--- config.mk ---
export PLATFORM = sky130hd
export DESIGN_NAME = module_power_control
export DESIGN_NICKNAME = d
export VERILOG_FILES = /design/src/pwr_pkg.sv /design/src/pwr_sync.sv /design/src/module_power_control.sv
export SDC_FILE = /design/constraint.sdc
export NUM_CORES = 1
export LEC_CHECK = 0
export CAP_MARGIN = 20
export CORE_ASPECT_RATIO = 1.2
export CORE_UTILIZATION = 29
export CTS_CLUSTER_SIZE = 10
export DETAILED_ROUTE_END_ITERATION = 16
export DONT_BUFFER_PORTS = 1
export GPL_TIMING_DRIVEN = 0
export SLEW_MARGIN = 40
export SYNTH_ARGS = -nofsm -noshare
export SYNTH_HDL_FRONTEND = slang
export SYNTH_SLANG_ARGS = --single-unit
--- constraint.sdc ---
create_clock -name clk_sys -period 2.4 [get_ports clk_sys]
set_input_delay 0.12 -clock clk_sys [delete_from_list [all_inputs] [get_ports clk_sys]]
set_output_delay 0.12 -clock clk_sys [all_outputs]
set_load 0.05 [all_outputs]
--- src/pwr_pkg.sv ---
package pwr_pkg;
    // ********************************
    // power states
    // ********************************
    typedef enum logic [2:0] {
        st_off = 3'h0,
        st_seq = 3'h1,
        st_run = 3'h3,
        st_s3 = 3'h2,
        st_deep = 3'h6
    } pwr_state_t;

    // sleep targets requested by firmware
    localparam logic [1:0] SLEEP_NONE = 2'h0;
    localparam logic [1:0] SLEEP_S3 = 2'h1;
    localparam logic [1:0] SLEEP_S5 = 2'h2;

    // button action selection
    localparam logic [1:0] BTN_TOGGLE = 2'h0;
    localparam logic [1:0] BTN_EVENT_ONLY = 2'h1;
    localparam logic [1:0] BTN_OFF_ONLY = 2'h2;

    localparam int SYNC_STAGES = 2;
    localparam int CLK_MHZ = 100;
    localparam int SEQ_TIME_US = 10;
    localparam int SEQ_CYCLES = SEQ_TIME_US * CLK_MHZ;

    typedef struct packed {
        logic [1:0] btn_mode;     // button action
        logic [1:0] sleep_req;    // sleep target
        logic deep_enable;        // allow deep sleep
        logic deep_keep_ctx;      // context kept in deep sleep entered from S3
    } pwr_cfg_t;

    typedef struct packed {
        logic reset_n;            // module reset out
        logic supply_on_request_n;
        logic deep_sleep_state;
        logic context_kept;
        logic button_event;
        logic [2:0] state;
    } pwr_status_t;
endpackage : pwr_pkg

--- src/pwr_sync.sv ---
`timescale 1ns/1ps
`default_nettype none
module pwr_sync #(
    parameter int STAGES = 2
) (
    input wire logic clk_sys,    // clock
    input wire logic rstn,       // sync reset
    input wire logic ce,         // clock enable
    input wire logic async_in,   // raw input
    input wire logic reset_val,  // value held in reset
    output logic sync_out        // synchronised
);
    logic [STAGES-1:0] stage;
    logic [STAGES-1:0] next_stage;

    // elaboration guard: one flop alone is no synchroniser
    if (STAGES < 2) begin : g_bad_stages
        $error("pwr_sync needs two stages");
    end

    always_comb begin
        next_stage = {stage[STAGES-2:0], async_in};
    end

    always_ff @(posedge clk_sys) begin
        if (!rstn) begin
            stage <= {STAGES{reset_val}};
        end else if (ce) begin
            stage <= next_stage;
        end
    end

    assign sync_out = stage[STAGES-1];
endmodule : pwr_sync
`default_nettype wire

--- src/module_power_control.sv ---
`timescale 1ns/1ps
`default_nettype none
// Function
// - onboard sequencing starts only once power good reads high.
// - the module stays in reset while power good is low.
// - an undriven power good reads high through the pull and power-up completes.
// - an active-low supply-on request turns on the main supply outputs.
// - a button press is an operator request to toggle power, as configured.
// - deep sleep removes all power but minimal logic watching a few wake events.
// - leaving deep sleep returns to the sleep state it was entered from.
// - context kept in deep sleep depends on the entry condition.
module module_power_control
    import pwr_pkg::*;
#(
    parameter int SEQ_LEN = pwr_pkg::SEQ_CYCLES
) (
    input wire logic clk_sys,                 // standby clock
    input wire logic rstn,                    // sync reset, low active
    input wire logic ce,                      // clock enable
    input wire logic power_good_in,           // carrier power good
    input wire logic power_button_n,          // debounced button, low active
    input wire logic wake_event,              // limited wake source
    input wire pwr_pkg::pwr_cfg_t cfg,        // firmware settings
    output logic supply_on_request_n,         // supply on, low active
    output logic module_reset_n,              // onboard reset, low active
    output logic rails_enable,                // onboard regulators on
    output logic deep_sleep_state,            // in deep sleep
    output logic button_event,                // one-cycle press pulse
    output pwr_pkg::pwr_status_t status       // status word
);
    import pwr_pkg::*;

    // elaboration guard: the count must fit the 16-bit counter
    if (SEQ_LEN < 1 || SEQ_LEN > 65535) begin : g_bad_len
        $error("SEQ_LEN out of range");
    end

    // ********************************
    // input synchronisers
    // ********************************
    logic pg_s;
    logic btn_s;

    pwr_sync #(.STAGES(SYNC_STAGES)) u_pg_sync (
        .clk_sys(clk_sys),
        .rstn(rstn),
        .ce(ce),
        .async_in(power_good_in),
        .reset_val(1'b0),
        .sync_out(pg_s)
    );

    pwr_sync #(.STAGES(SYNC_STAGES)) u_btn_sync (
        .clk_sys(clk_sys),
        .rstn(rstn),
        .ce(ce),
        .async_in(~power_button_n),
        .reset_val(1'b0),
        .sync_out(btn_s)
    );

    // ********************************
    // button edge
    // ********************************
    logic btn_prev;
    logic next_btn_prev;
    logic press;

    always_comb begin
        next_btn_prev = btn_s;
        press = btn_s & ~btn_prev;
    end

    // ********************************
    // power state machine
    // ********************************
    pwr_state_t state;
    pwr_state_t next_state;
    pwr_state_t deep_from;
    pwr_state_t next_deep_from;
    logic [15:0] seq_cnt;
    logic [15:0] next_seq_cnt;
    logic on_req;
    logic next_on_req;
    logic ctx_kept;
    logic next_ctx_kept;
    logic btn_pulse;
    logic next_btn_pulse;
    logic toggle;

    always_comb begin
        next_state = state;
        next_deep_from = deep_from;
        next_seq_cnt = seq_cnt;
        next_on_req = on_req;
        next_ctx_kept = ctx_kept;
        next_btn_pulse = press;
        toggle = press & (cfg.btn_mode != BTN_EVENT_ONLY);
        case (state)
            st_off: begin
                next_seq_cnt = '0;
                if (toggle && cfg.btn_mode != BTN_OFF_ONLY) begin
                    next_on_req = 1'b1;
                    next_state = st_seq;
                end else if (cfg.deep_enable) begin
                    next_deep_from = st_off;
                    next_ctx_kept = 1'b0;
                    next_state = st_deep;
                end
            end
            st_seq: begin
                if (toggle) begin
                    next_on_req = 1'b0;
                    next_state = st_off;
                end else if (!pg_s) begin
                    next_seq_cnt = '0;
                end else if (seq_cnt == 16'(SEQ_LEN - 1)) begin
                    next_state = st_run;
                end else begin
                    next_seq_cnt = seq_cnt + 16'h0001;
                end
            end
            st_run: begin
                if (toggle || cfg.sleep_req == SLEEP_S5) begin
                    next_on_req = 1'b0;
                    next_state = st_off;
                end else if (cfg.sleep_req == SLEEP_S3) begin
                    next_on_req = 1'b0;
                    next_state = st_s3;
                end else if (!pg_s) begin
                    next_seq_cnt = '0;
                    next_state = st_seq;
                end
            end
            st_s3: begin
                if (toggle || wake_event) begin
                    next_on_req = 1'b1;
                    next_seq_cnt = '0;
                    next_state = st_seq;
                end else if (cfg.deep_enable) begin
                    next_deep_from = st_s3;
                    next_ctx_kept = cfg.deep_keep_ctx;
                    next_state = st_deep;
                end
            end
            st_deep: begin
                if (press || wake_event) begin
                    next_state = deep_from;
                end
            end
            default: begin
                next_on_req = 1'b0;
                next_state = st_off;
            end
        endcase
    end

    always_ff @(posedge clk_sys) begin
        if (!rstn) begin
            state <= st_off;
            deep_from <= st_off;
            seq_cnt <= '0;
            on_req <= 1'b0;
            ctx_kept <= 1'b0;
            btn_prev <= 1'b0;
            btn_pulse <= 1'b0;
        end else if (ce) begin
            state <= next_state;
            deep_from <= next_deep_from;
            seq_cnt <= next_seq_cnt;
            on_req <= next_on_req;
            ctx_kept <= next_ctx_kept;
            btn_prev <= next_btn_prev;
            btn_pulse <= next_btn_pulse;
        end
    end

    // ********************************
    // outputs
    // ********************************
    assign supply_on_request_n = ~on_req;
    assign module_reset_n = (state == st_run) & pg_s;
    assign rails_enable = on_req & pg_s & (state == st_seq || state == st_run);
    assign deep_sleep_state = (state == st_deep);
    assign button_event = btn_pulse;
    assign status = '{reset_n: module_reset_n, supply_on_request_n: supply_on_request_n,
                      deep_sleep_state: deep_sleep_state, context_kept: ctx_kept,
                      button_event: btn_pulse, state: state};

    // ********************************
    // checks
    // ********************************
    reset_while_low_a: assert property (@(posedge clk_sys) disable iff (!rstn)
        !pg_s |-> !module_reset_n) else $error("reset released while power good low");
    seq_gate_a: assert property (@(posedge clk_sys) disable iff (!rstn)
        (ce && state == st_seq && !pg_s && !press) |=> seq_cnt == 16'h0000)
        else $error("sequencing advanced without power good");
    run_needs_seq_a: assert property (@(posedge clk_sys) disable iff (!rstn)
        (ce && state == st_seq && next_state == st_run) |-> pg_s && seq_cnt == 16'(SEQ_LEN - 1))
        else $error("run entered early");
    supply_on_a: assert property (@(posedge clk_sys) disable iff (!rstn)
        state == st_run |-> !supply_on_request_n) else $error("supply off while running");
    press_toggles_a: assert property (@(posedge clk_sys) disable iff (!rstn)
        (ce && state == st_run && press && cfg.btn_mode == BTN_TOGGLE) |=> state == st_off)
        else $error("press did not switch off");
    deep_off_a: assert property (@(posedge clk_sys) disable iff (!rstn)
        deep_sleep_state |-> supply_on_request_n && !rails_enable) else $error("power in deep sleep");
    deep_return_a: assert property (@(posedge clk_sys) disable iff (!rstn)
        (ce && state == st_deep && wake_event) |=> state == $past(deep_from))
        else $error("deep sleep resumed to wrong state");
    ctx_entry_a: assert property (@(posedge clk_sys) disable iff (!rstn)
        (ce && state == st_off && next_state == st_deep) |=> !ctx_kept)
        else $error("context kept from soft off");
    sync_delay_a: assert property (@(posedge clk_sys) disable iff (!rstn)
        (ce && $past(ce) && $past(ce, 2) && !power_good_in && !$past(power_good_in)) |=> !pg_s)
        else $error("power good used before synchronising");
endmodule : module_power_control
`default_nettype wire

==> results.toml, run 1 <==
[pwr]
vdd_ir_drop_max_v = 0.000346
power_leakage_nw = 0.647
p_per_area_nw_per_um2 = 526

[drt]
antenna_left = 0
routedWlPerCell_um = 14.6
drt_iter0_markers = 106
drc_errors = 0
routed_wl_um = 4320
vias = 1638
firstDrtPassIters = 4
avgViaCountPerCell = 5.55

[worst_setup_path]
worstPathCellList = "and2b_1 > and3_1 > buf_4"
rr_worst_depth = 5
arrival_ps = 2130
crit_type = "flop to primary output"
crit_fanout = 9
worstReg2RegEnd = "seq_cnt[7]$_SDFFE_PN0P_"
critPathLaunchType = "flop"
worstReg2RegStart = "state[2]$_SDFFE_PN0P_"
critical_path.max_stage_delay_ps = 560
rrSetupSlack_ps = 200
cpMaxStageDelayCell = "dfxtp_1"
required_ps = 2280
endpoint_kind = "primary output"

[clock_network]
clock_latency_ps = 280
postCtsSetupBuffers = 0
path_clk_slew_ps = 100
numClockSinks = 28
root_buffer = "clkbuf_8"
clockBufferDepth = 2
cts-htree-levels = 1
cts_tree = "yes"
cts_made_buffers = 3

[synthesis]
synth-seq-cells = 28
synthesis.instances = 207
synth_flop_cell = "dfxtp_1"
ys_types = 50
synthArstFlopShare_pct = 0
synth-edff-count = 0
yosys_warnings = 0
syn_area_um2 = 1700
syn-num-nets = 220
yosysSeqAreaShare_pct = 33.0
synth.avg_cell_area_um2 = 8.21

[timing]
max_freq_mhz = 445
worst_pin_slew_ps = 721
period_minus_slack_ps = 2250
timing.hold.ws_ps = 127
final_hold_viol_count = 0
timing.setup.tns_ps = 0
skew_ps = 2.84
fin_ws_ps = 152
min_period_over_period_pct = 93.7
setup_viol = 0
final_max_slew_viol_count = 0
max_slew_margin_pct = 51.9
grt_setup_unrepaired = "false"

[cells_and_area]
syn_to_final_growth_pct = 13.8
antenna_cells = 0
drive_gt1_share_pct = 10.2
final_util_pct = 34.1
num-fill-cells = 607
final_area_um2 = 1930
final_nets = 229

[die]
dieHeight_um = 85.9
initial_core_util_pct = 30.0
die_x_um = 71.9
die_area_um2 = 6170
num_io_pins = 25
core_um2 = 5670
rows = 30

[min_path]
hp-start = "wake_event"
min_to = "ctx_kept$_SDFFE_PN0P_"
min-delay-path-class = "primary input to flop"
min_path_cells = 4

[grt]
grt_remaining_overflow = 0
grt_max_degree = 17
track_usage_pct = 14.9
antenna_found_initial = 0
grt_pass1_wl_um = 7440
first_global_vias = 1571

[placed_design]
post-place-ws_ps = -35.1
dp_hpwl_um = 3150
dpl_cell_area_um2 = 1810
gp_congestion = 0.857
port_buffers = 0

[status]
status = "completed"

[job]
maxCapViolations = 0
[per-stage QoR]
step	cells	power, mW
6_report	295	1.02
5_1_grt	295	1.06
4_1_cts	295	1.03
3_5_place_dp	287	0.642
3_3_place_gp	287	0.642
2_1_floorplan	207	0.613
[sequential cells by signal, indices dropped and copies added (netlist names)]
signal	flops
state	3
ctx_kept	1
button_event	1
on_req	1
btn_prev	1
seq_cnt	16
u_btn_sync.stage	2
deep_from	1
u_pg_sync.stage	2
[routing by layer]
| layer | wire length [µm] | vias up | GRT usage [%] | part of all wire (%) |
|---|---|---|---|---|
| met4 | 134 | 0 | 6.42 | 3.1 |
| met2 | 2010 | 58 | 24.8 | 47 |
| li1 | - | 810 | - | - |
| met3 | 211 | 13 | 2.35 | 4.9 |
| met1 | 1960 | 757 | 19.0 | 45 |
| met5 | 0 | - | 0 | 0 |
[worst max-delay path by stage]
stage / end / start / depth (start not counted)
2_1_floorplan: seq_cnt[11]$_SDFFE_PN0P_ / state[0]$_SDFFE_PN0P_ / 5
3_5_place_dp: seq_cnt[7]$_SDFFE_PN0P_ / state[0]$_SDFFE_PN0P_ / 5
5_1_grt: seq_cnt[7]$_SDFFE_PN0P_ / state[2]$_SDFFE_PN0P_ / 5
4_1_cts: seq_cnt[6]$_SDFFE_PN0P_ / state[1]$_SDFFE_PN0P_ / 6
3_3_place_gp: seq_cnt[11]$_SDFFE_PN0P_ / state[0]$_SDFFE_PN0P_ / 5
6_report: status[7] / state[2]$_SDFFE_PN0P_ / 3
[cells by family (layout without fill, tap and decap cells)]
family	Yosys count	after routing	synth area share, %
AOI/OAI and AO/OA	58	58	25.8
xor gates and xnor gates	1	1	0.516
buffers and inverters	21	29	6.33
muxes	6	6	3.53
adders and majority gates	1	1	0.736
DFF	28	28	33.0
and+or+nand+nor	92	92	30.0
[critical path, delay by kind of cell (launching register included)]
family | cells | cell delay [ps]
and+or+nand+nor | 2 | 990
buffers and inverters | 1 | 300
DFF | 1 | 560
[area by class of cell]
cell class	count	area, µm²	share of cell area, %
multi-input combinational	158	1050	54.4
sequential	28	563	29.1
tap	80	100	5.17
buffer	15	85.1	4.40
clock buffer	3	41.3	2.13
timing repair buffer	4	40.0	2.07
clock inverter	1	30.0	1.55
inverter	6	22.5	1.16
[cells in the mapped netlist (2+ instances only)]
master | count | area share, %
nand4bb_1 | 3 | 2.0
dfxtp_1 | 28 | 33
and3_1 | 2 | 0.74
inv_1 | 6 | 1.3
a31oi_1 | 4 | 1.5
o21ai_1 | 5 | 1.5
or3_1 | 5 | 1.8
nor3_1 | 7 | 2.1
nand2_1 | 18 | 4.0
o21ai_0 | 6 | 1.8
buf_2 | 2 | 0.59
and2_1 | 2 | 0.74
nor2_1 | 19 | 4.2
nor2b_1 | 6 | 2.2
buf_4 | 5 | 2.2
nand3_1 | 6 | 1.8
nand2b_1 | 6 | 2.2
clkbuf_1 | 7 | 1.5
o311ai_1 | 10 | 5.2
nand4_1 | 9 | 3.3
nor4_1 | 3 | 1.1
o31ai_1 | 8 | 3.5
mux2i_1 | 6 | 3.5
a21oi_1 | 4 | 1.2
o311ai_0 | 5 | 2.6
[report_power, final]
| part | leakage [nW] | switching (mW) | internal, mW |
|---|---|---|---|
| registers | 0.227 | 0.0287 | 0.475 |
| clock network | 0.0357 | 0.151 | 0.223 |
| logic | 0.384 | 0.0882 | 0.0499 |
[what timing repair did]
item	in CTS	in global routing
gates cloned	0	0
setup endpoints to repair	4	15
hold endpoints to repair	3	0
gates resized for setup	1	2
pin swaps	0	1
hold buffers	4	0
[cells in the final DEF, fill, tap and decap left out, types with 7 or more instances in the layout]
cell | Yosys | layout
nand4_1 | 9 | 9
nand2_1 | 18 | 18
o31ai_1 | 8 | 8
clkbuf_1 | 7 | 7
dfxtp_1 | 28 | 26
nor2_1 | 19 | 19
o311ai_1 | 10 | 9
(Power assumes the default switching activity.)
==> run 2, diff against run 1 <==
ABC_AREA = 1   (was default)
==> results.toml, run 2 <==
[worst_setup_path]
worstReg2RegEnd = "state[1]$_SDFFE_PN0P_"
rrSetupSlack_ps = 240
crit_type = "flop to primary output"
arrival_ps = 2200
critPathLaunchType = "flop"
endpoint_kind = "primary output"
cp-startpoint = "state[2]$_SDFFE_PN0P_"
setup.worst_path.end = "status[5]"
worstReg2RegStart = "state[2]$_SDFFE_PN0P_"
required_ps = 2280
rr_worst_depth = 8
crit_fanout = 8

[grt]
first_global_vias = 1822
grt_pass1_wl_um = 8210
track_usage_pct = 15.2
antenna_found_initial = 0
grt_max_degree = 17
grt_remaining_overflow = 0

[drt]
drc_errors = 0
routed_wl_um = 4800
drt_iter0_markers = 87
routedWlPerCell_um = 11.8
firstDrtPassIters = 4
antenna_left = 0
vias = 1975
avgViaCountPerCell = 4.85

[timing]
max_slew_margin_pct = 43.8
final_hold_viol_count = 0
min_period_over_period_pct = 96.7
skew_ps = 13.2
period_minus_slack_ps = 2320
worst_pin_slew_ps = 841
setup_viol = 0
max_freq_mhz = 431
grt_setup_unrepaired = "false"
final_max_slew_viol_count = 0

[synthesis]
synthesis.instances = 318
yosysSeqAreaShare_pct = 29.7
ys_types = 21
yosys_warnings = 0
synth_flop_cell = "dfxtp_1"
ys_top_cells_by_count = "nand2_1, nor2_1, nand3_1"
synth.avg_cell_area_um2 = 5.93
synth.top_cell.area_share_pct = 29.7
synthMostInstantiatedCell = "nand2_1"
synth-seq-cells = 28
synthArstFlopShare_pct = 0
syn-num-nets = 331
syn_area_um2 = 1890
yosysTopAreaCell = "dfxtp_1"
synth-edff-count = 0
synthTopCellsByArea = "dfxtp_1, nand2_1, nand3_1, nor2_1, inv_1"

[clock_network]
cts-htree-levels = 1
clock_latency_ps = 290
path_clk_slew_ps = 110
numClockSinks = 28
postCtsSetupBuffers = 0
root_buffer = "clkbuf_8"
clockBufferDepth = 2
cts_tree = "yes"
cts_made_buffers = 3

[placed_design]
gp_congestion = 0.841
port_buffers = 0
dp_hpwl_um = 3610

[die]
num_io_pins = 25
core_um2 = 6170
rows = 31
initial_core_util_pct = 30.6
die_x_um = 75.6
dieHeight_um = 90.3
die_area_um2 = 6830

[cells_and_area]
regMostFlops = "seq_cnt"
largest_reg_flops = 16
antenna_cells = 0
drive_gt1_share_pct = 9.85
final_common_cell = "nand2_1"
reg.largest.list = "seq_cnt: 16 flops, state: 3 flops"
final_cell_mix = "nand2_1, nor2_1, nand3_1"
final_nets = 339
final_util_pct = 34.2
syn_to_final_growth_pct = 11.9

[pwr]
finalPower_mw = 1.27
vdd_ir_drop_max_v = 0.000385
power_leakage_nw = 0.873
p_per_area_nw_per_um2 = 601

[min_path]
min-delay-path-class = "primary input to flop"

[status]
status = "completed"

[job]
maxCapViolations = 0
run 2: changes by cell type after synthesis, moves of 6 or more:
cell,previous run,this run
nand2_1,18,89
nand3_1,6,45
nor2_1,19,51
inv_1,6,34
o311ai_1,10,0
a21oi_1,4,13
o31ai_1,8,0
o21ai_0,6,13
mux2i_1,6,0
nand2b_1,6,0
nor2b_1,6,0
run 2: worst min path at each step:
stage	startpoint	to	slack (ps)	cells after the start
3_5_place_dp	ce	u_btn_sync.stage[0]$_SDFFE_PN0P_	220	1
2_1_floorplan	ce	btn_prev$_SDFFE_PN0P_	210	1
4_1_cts	ce	u_pg_sync.stage[0]$_SDFFE_PN0P_	10	2
5_1_grt	ce	u_pg_sync.stage[0]$_SDFFE_PN0P_	20	2
6_report	ce	u_pg_sync.stage[0]$_SDFFE_PN0P_	10	2
3_3_place_gp	ce	u_btn_sync.stage[0]$_SDFFE_PN0P_	210	1
run 2: repair_timing:
item,in CTS,in global routing
resized for setup,0,2
hold endpoints to repair,3,0
hold buffers,3,0
setup endpoints to repair,0,3
run 2: layout make-up:
class,count,area [µm²]
tap,82,103
clock buffer,3,41.3
timing repair buffer,3,30.0
clock inverter,1,30.0
buffer,12,85.1
fill,670,4060
inverter,35,131
sequential,28,563
multi-input combinational,243,1130
run 2: metal layers:
metal | track usage [%] | vias up | share of wire [%]
met5 | 0 | - | 0
met4 | 4.17 | 0 | 1.5
met3 | 2.34 | 8 | 3.4
met2 | 26.2 | 35 | 49
met1 | 19.2 | 899 | 46
li1 | - | 1033 | -
run 2: cell families after synthesis:
group | count (synthesis) | synth area share (%)
AND/OR/NAND/NOR | 209 | 48.3
AO/OA/AOI/OAI | 33 | 9.82
adder cells (fa/ha/maj) | 1 | 0.663
buffers and inverters | 47 | 11.5
flip-flops | 28 | 29.7
run 2: report_power, final:
group	internal [mW]	total (mW)	leakage [nW]	switching, mW
logic	0.0981	0.306	0.608	0.208
registers	0.498	0.574	0.229	0.0760
clock network	0.224	0.388	0.0357	0.164
total	0.820	1.27	0.873	0.448
run 2: metrics by stage:
stage / hold WS, ps / setup TNS [ps] / setup WS (ps) / cells / instance area [µm²]
2_1_floorplan: 209 / 0 / 164 / 318 / 1890
3_3_place_gp: 213 / -202 / -73.1 / 400 / 1990
3_5_place_dp: 216 / 0 / 134 / 400 / 2010
4_1_cts: 12.9 / 0 / 74.7 / 407 / 2110
5_1_grt: 15.2 / 0 / 2.28 / 407 / 2110
6_report: 11.5 / 0 / 79.6 / 407 / 2110
run 2: critical path, stage by stage (launching register included):
cell	delay, ps
dfxtp_1	880
inv_1	180
nor2_2	540
buf_4	310
==> run 3, diff against run 2 <==
CELL_PAD_IN_SITES_DETAIL_PLACEMENT = 1   (was default)
CELL_PAD_IN_SITES_GLOBAL_PLACEMENT = 1   (was default)
CORE_UTILIZATION = 40   (was 29)
CTS_CLUSTER_SIZE = 16   (was 10)
PLACE_DENSITY_LB_ADDON = 0.1   (was default)
==> results.toml, run 3 (synthesis results as in run 2) <==
[clock_network]
numClockSinks = 28
root_buffer = "clkbuf_8"
postCtsSetupBuffers = 0
clockBufferDepth = 2
path_clk_slew_ps = 100
cts_tree = "yes"
clock_latency_ps = 290
cts-htree-levels = 1
cts_made_buffers = 3

[status]
status = "completed"

[die]
num_io_pins = 25
dieHeight_um = 77.2
initial_core_util_pct = 41.3
die_x_um = 64.7
core_um2 = 4560
rows = 27
die_area_um2 = 4990

[drt]
routedWlPerCell_um = 13.8
antenna_left = 0
drt_iter0_markers = 60
routed_wl_um = 5280
firstDrtPassIters = 4
avgViaCountPerCell = 5.28
vias = 2022
drc_errors = 0

[placed_design]
gp_congestion = 0.809
port_buffers = 0
dp_hpwl_um = 4150
placed_cells = 376
post-place-ws_ps = 135

[cells_and_area]
final_cell_mix = "nand2_1, nor2_1, nand3_1"
drive_gt1_share_pct = 9.85
antenna_cells = 0
reg.largest.list = "seq_cnt: 16 flops, state: 3 flops"
syn_to_final_growth_pct = 10.4
final_common_cell = "nand2_1"
layout.cells.non_filler = 383
largest_reg_flops = 16
final_nets = 339
regMostFlops = "seq_cnt"
num-fill-cells = 636

[worst_setup_path]
required_ps = 2280
arrival_ps = 2110
worstReg2RegStart = "state[0]$_SDFFE_PN0P_"
crit_type = "flop to primary output"
endpoint_kind = "primary output"
cp-startpoint = "state[0]$_SDFFE_PN0P_"
worstReg2RegEnd = "state[0]$_SDFFE_PN0P_"
rr_worst_depth = 6
crit_fanout = 6
rrSetupSlack_ps = 210
critPathLaunchType = "flop"

[min_path]
min_path_cells = 2
min-delay-path-class = "primary input to flop"
min_to = "u_pg_sync.stage[0]$_SDFFE_PN0P_"
hp-start = "ce"

[timing]
setup_viol = 0
fin_ws_ps = 166
max_freq_mhz = 448
skew_ps = 9.23
final_max_slew_viol_count = 0
min_period_over_period_pct = 93.1
final_hold_viol_count = 0
max_slew_margin_pct = 43.3
worst_pin_slew_ps = 845
grt_setup_unrepaired = "false"
period_minus_slack_ps = 2230

[grt]
grt_pass1_wl_um = 8870
grt_remaining_overflow = 0
antenna_found_initial = 0
grt_max_degree = 17
track_usage_pct = 22.7
first_global_vias = 1996

[pwr]
vdd_ir_drop_max_v = 0.000273
p_per_area_nw_per_um2 = 611
power_leakage_nw = 0.871

[job]
maxCapViolations = 0
-- run 3: where the power goes --
group / switching [mW] / internal, mW
registers: 0.0765 / 0.498
clock network: 0.162 / 0.224
logic: 0.214 / 0.0979
total: 0.452 / 0.820
-- run 3: final cells by class --
type                       count  area, µm²  area share [%]
inverter                      35        131            6.31
sequential                    28        563            27.1
clock buffer                   3       41.3            1.98
multi-input combinational    243       1130            54.2
tap                           58       72.6            3.49
buffer                        12       85.1            4.09
timing repair buffer           3       30.0            1.44
clock inverter                 1       30.0            1.44
-- run 3: what timing repair did --
item / CTS / global route
endpoints found under the setup margin: 0 / 4
hold buffers: 3 / 0
resized for setup: 0 / 2
hold endpoints to repair: 3 / 0
-- run 3: critical path, stage by stage (launching register included) --
cell     delay, ps
dfxtp_1        750
nand2_1        240
nor3_4         520
buf_4          310
-- run 3: layer usage --
layer | global-route usage, % | vias up | part of all wire (%)
li1 | - | 1036 | -
met1 | 24.6 | 955 | 42
met2 | 44.0 | 26 | 53
met3 | 3.72 | 5 | 3.3
met4 | 6.00 | 0 | 1.1
met5 | 0 | - | 0
-- run 3: per-stage QoR --
step | total power [mW] | util [%] | setup TNS, ps | hold slack (ps) | area (µm²)
CTS | 1.29 | 45.6 | 0 | 4.68 | 2080
finish | 1.27 | 45.6 | 0 | 2.55 | 2080
global placement | 0.885 | 43.0 | -358 | 212 | 1960
floorplan | 0.822 | - | 0 | 209 | 1890
global route | 1.34 | 45.6 | 0 | 1.23 | 2080
detailed placement | 0.894 | 43.3 | 0 | 216 | 1980
-- run 3: worst max-delay path by stage --
stage / cells past startpoint / to
finish: 3 / status[7]
global route: 6 / state[0]$_SDFFE_PN0P_
CTS: 3 / status[5]
detailed placement: 6 / state[1]$_SDFFE_PN0P_
global placement: 6 / state[0]$_SDFFE_PN0P_
floorplan: 6 / state[1]$_SDFFE_PN0P_
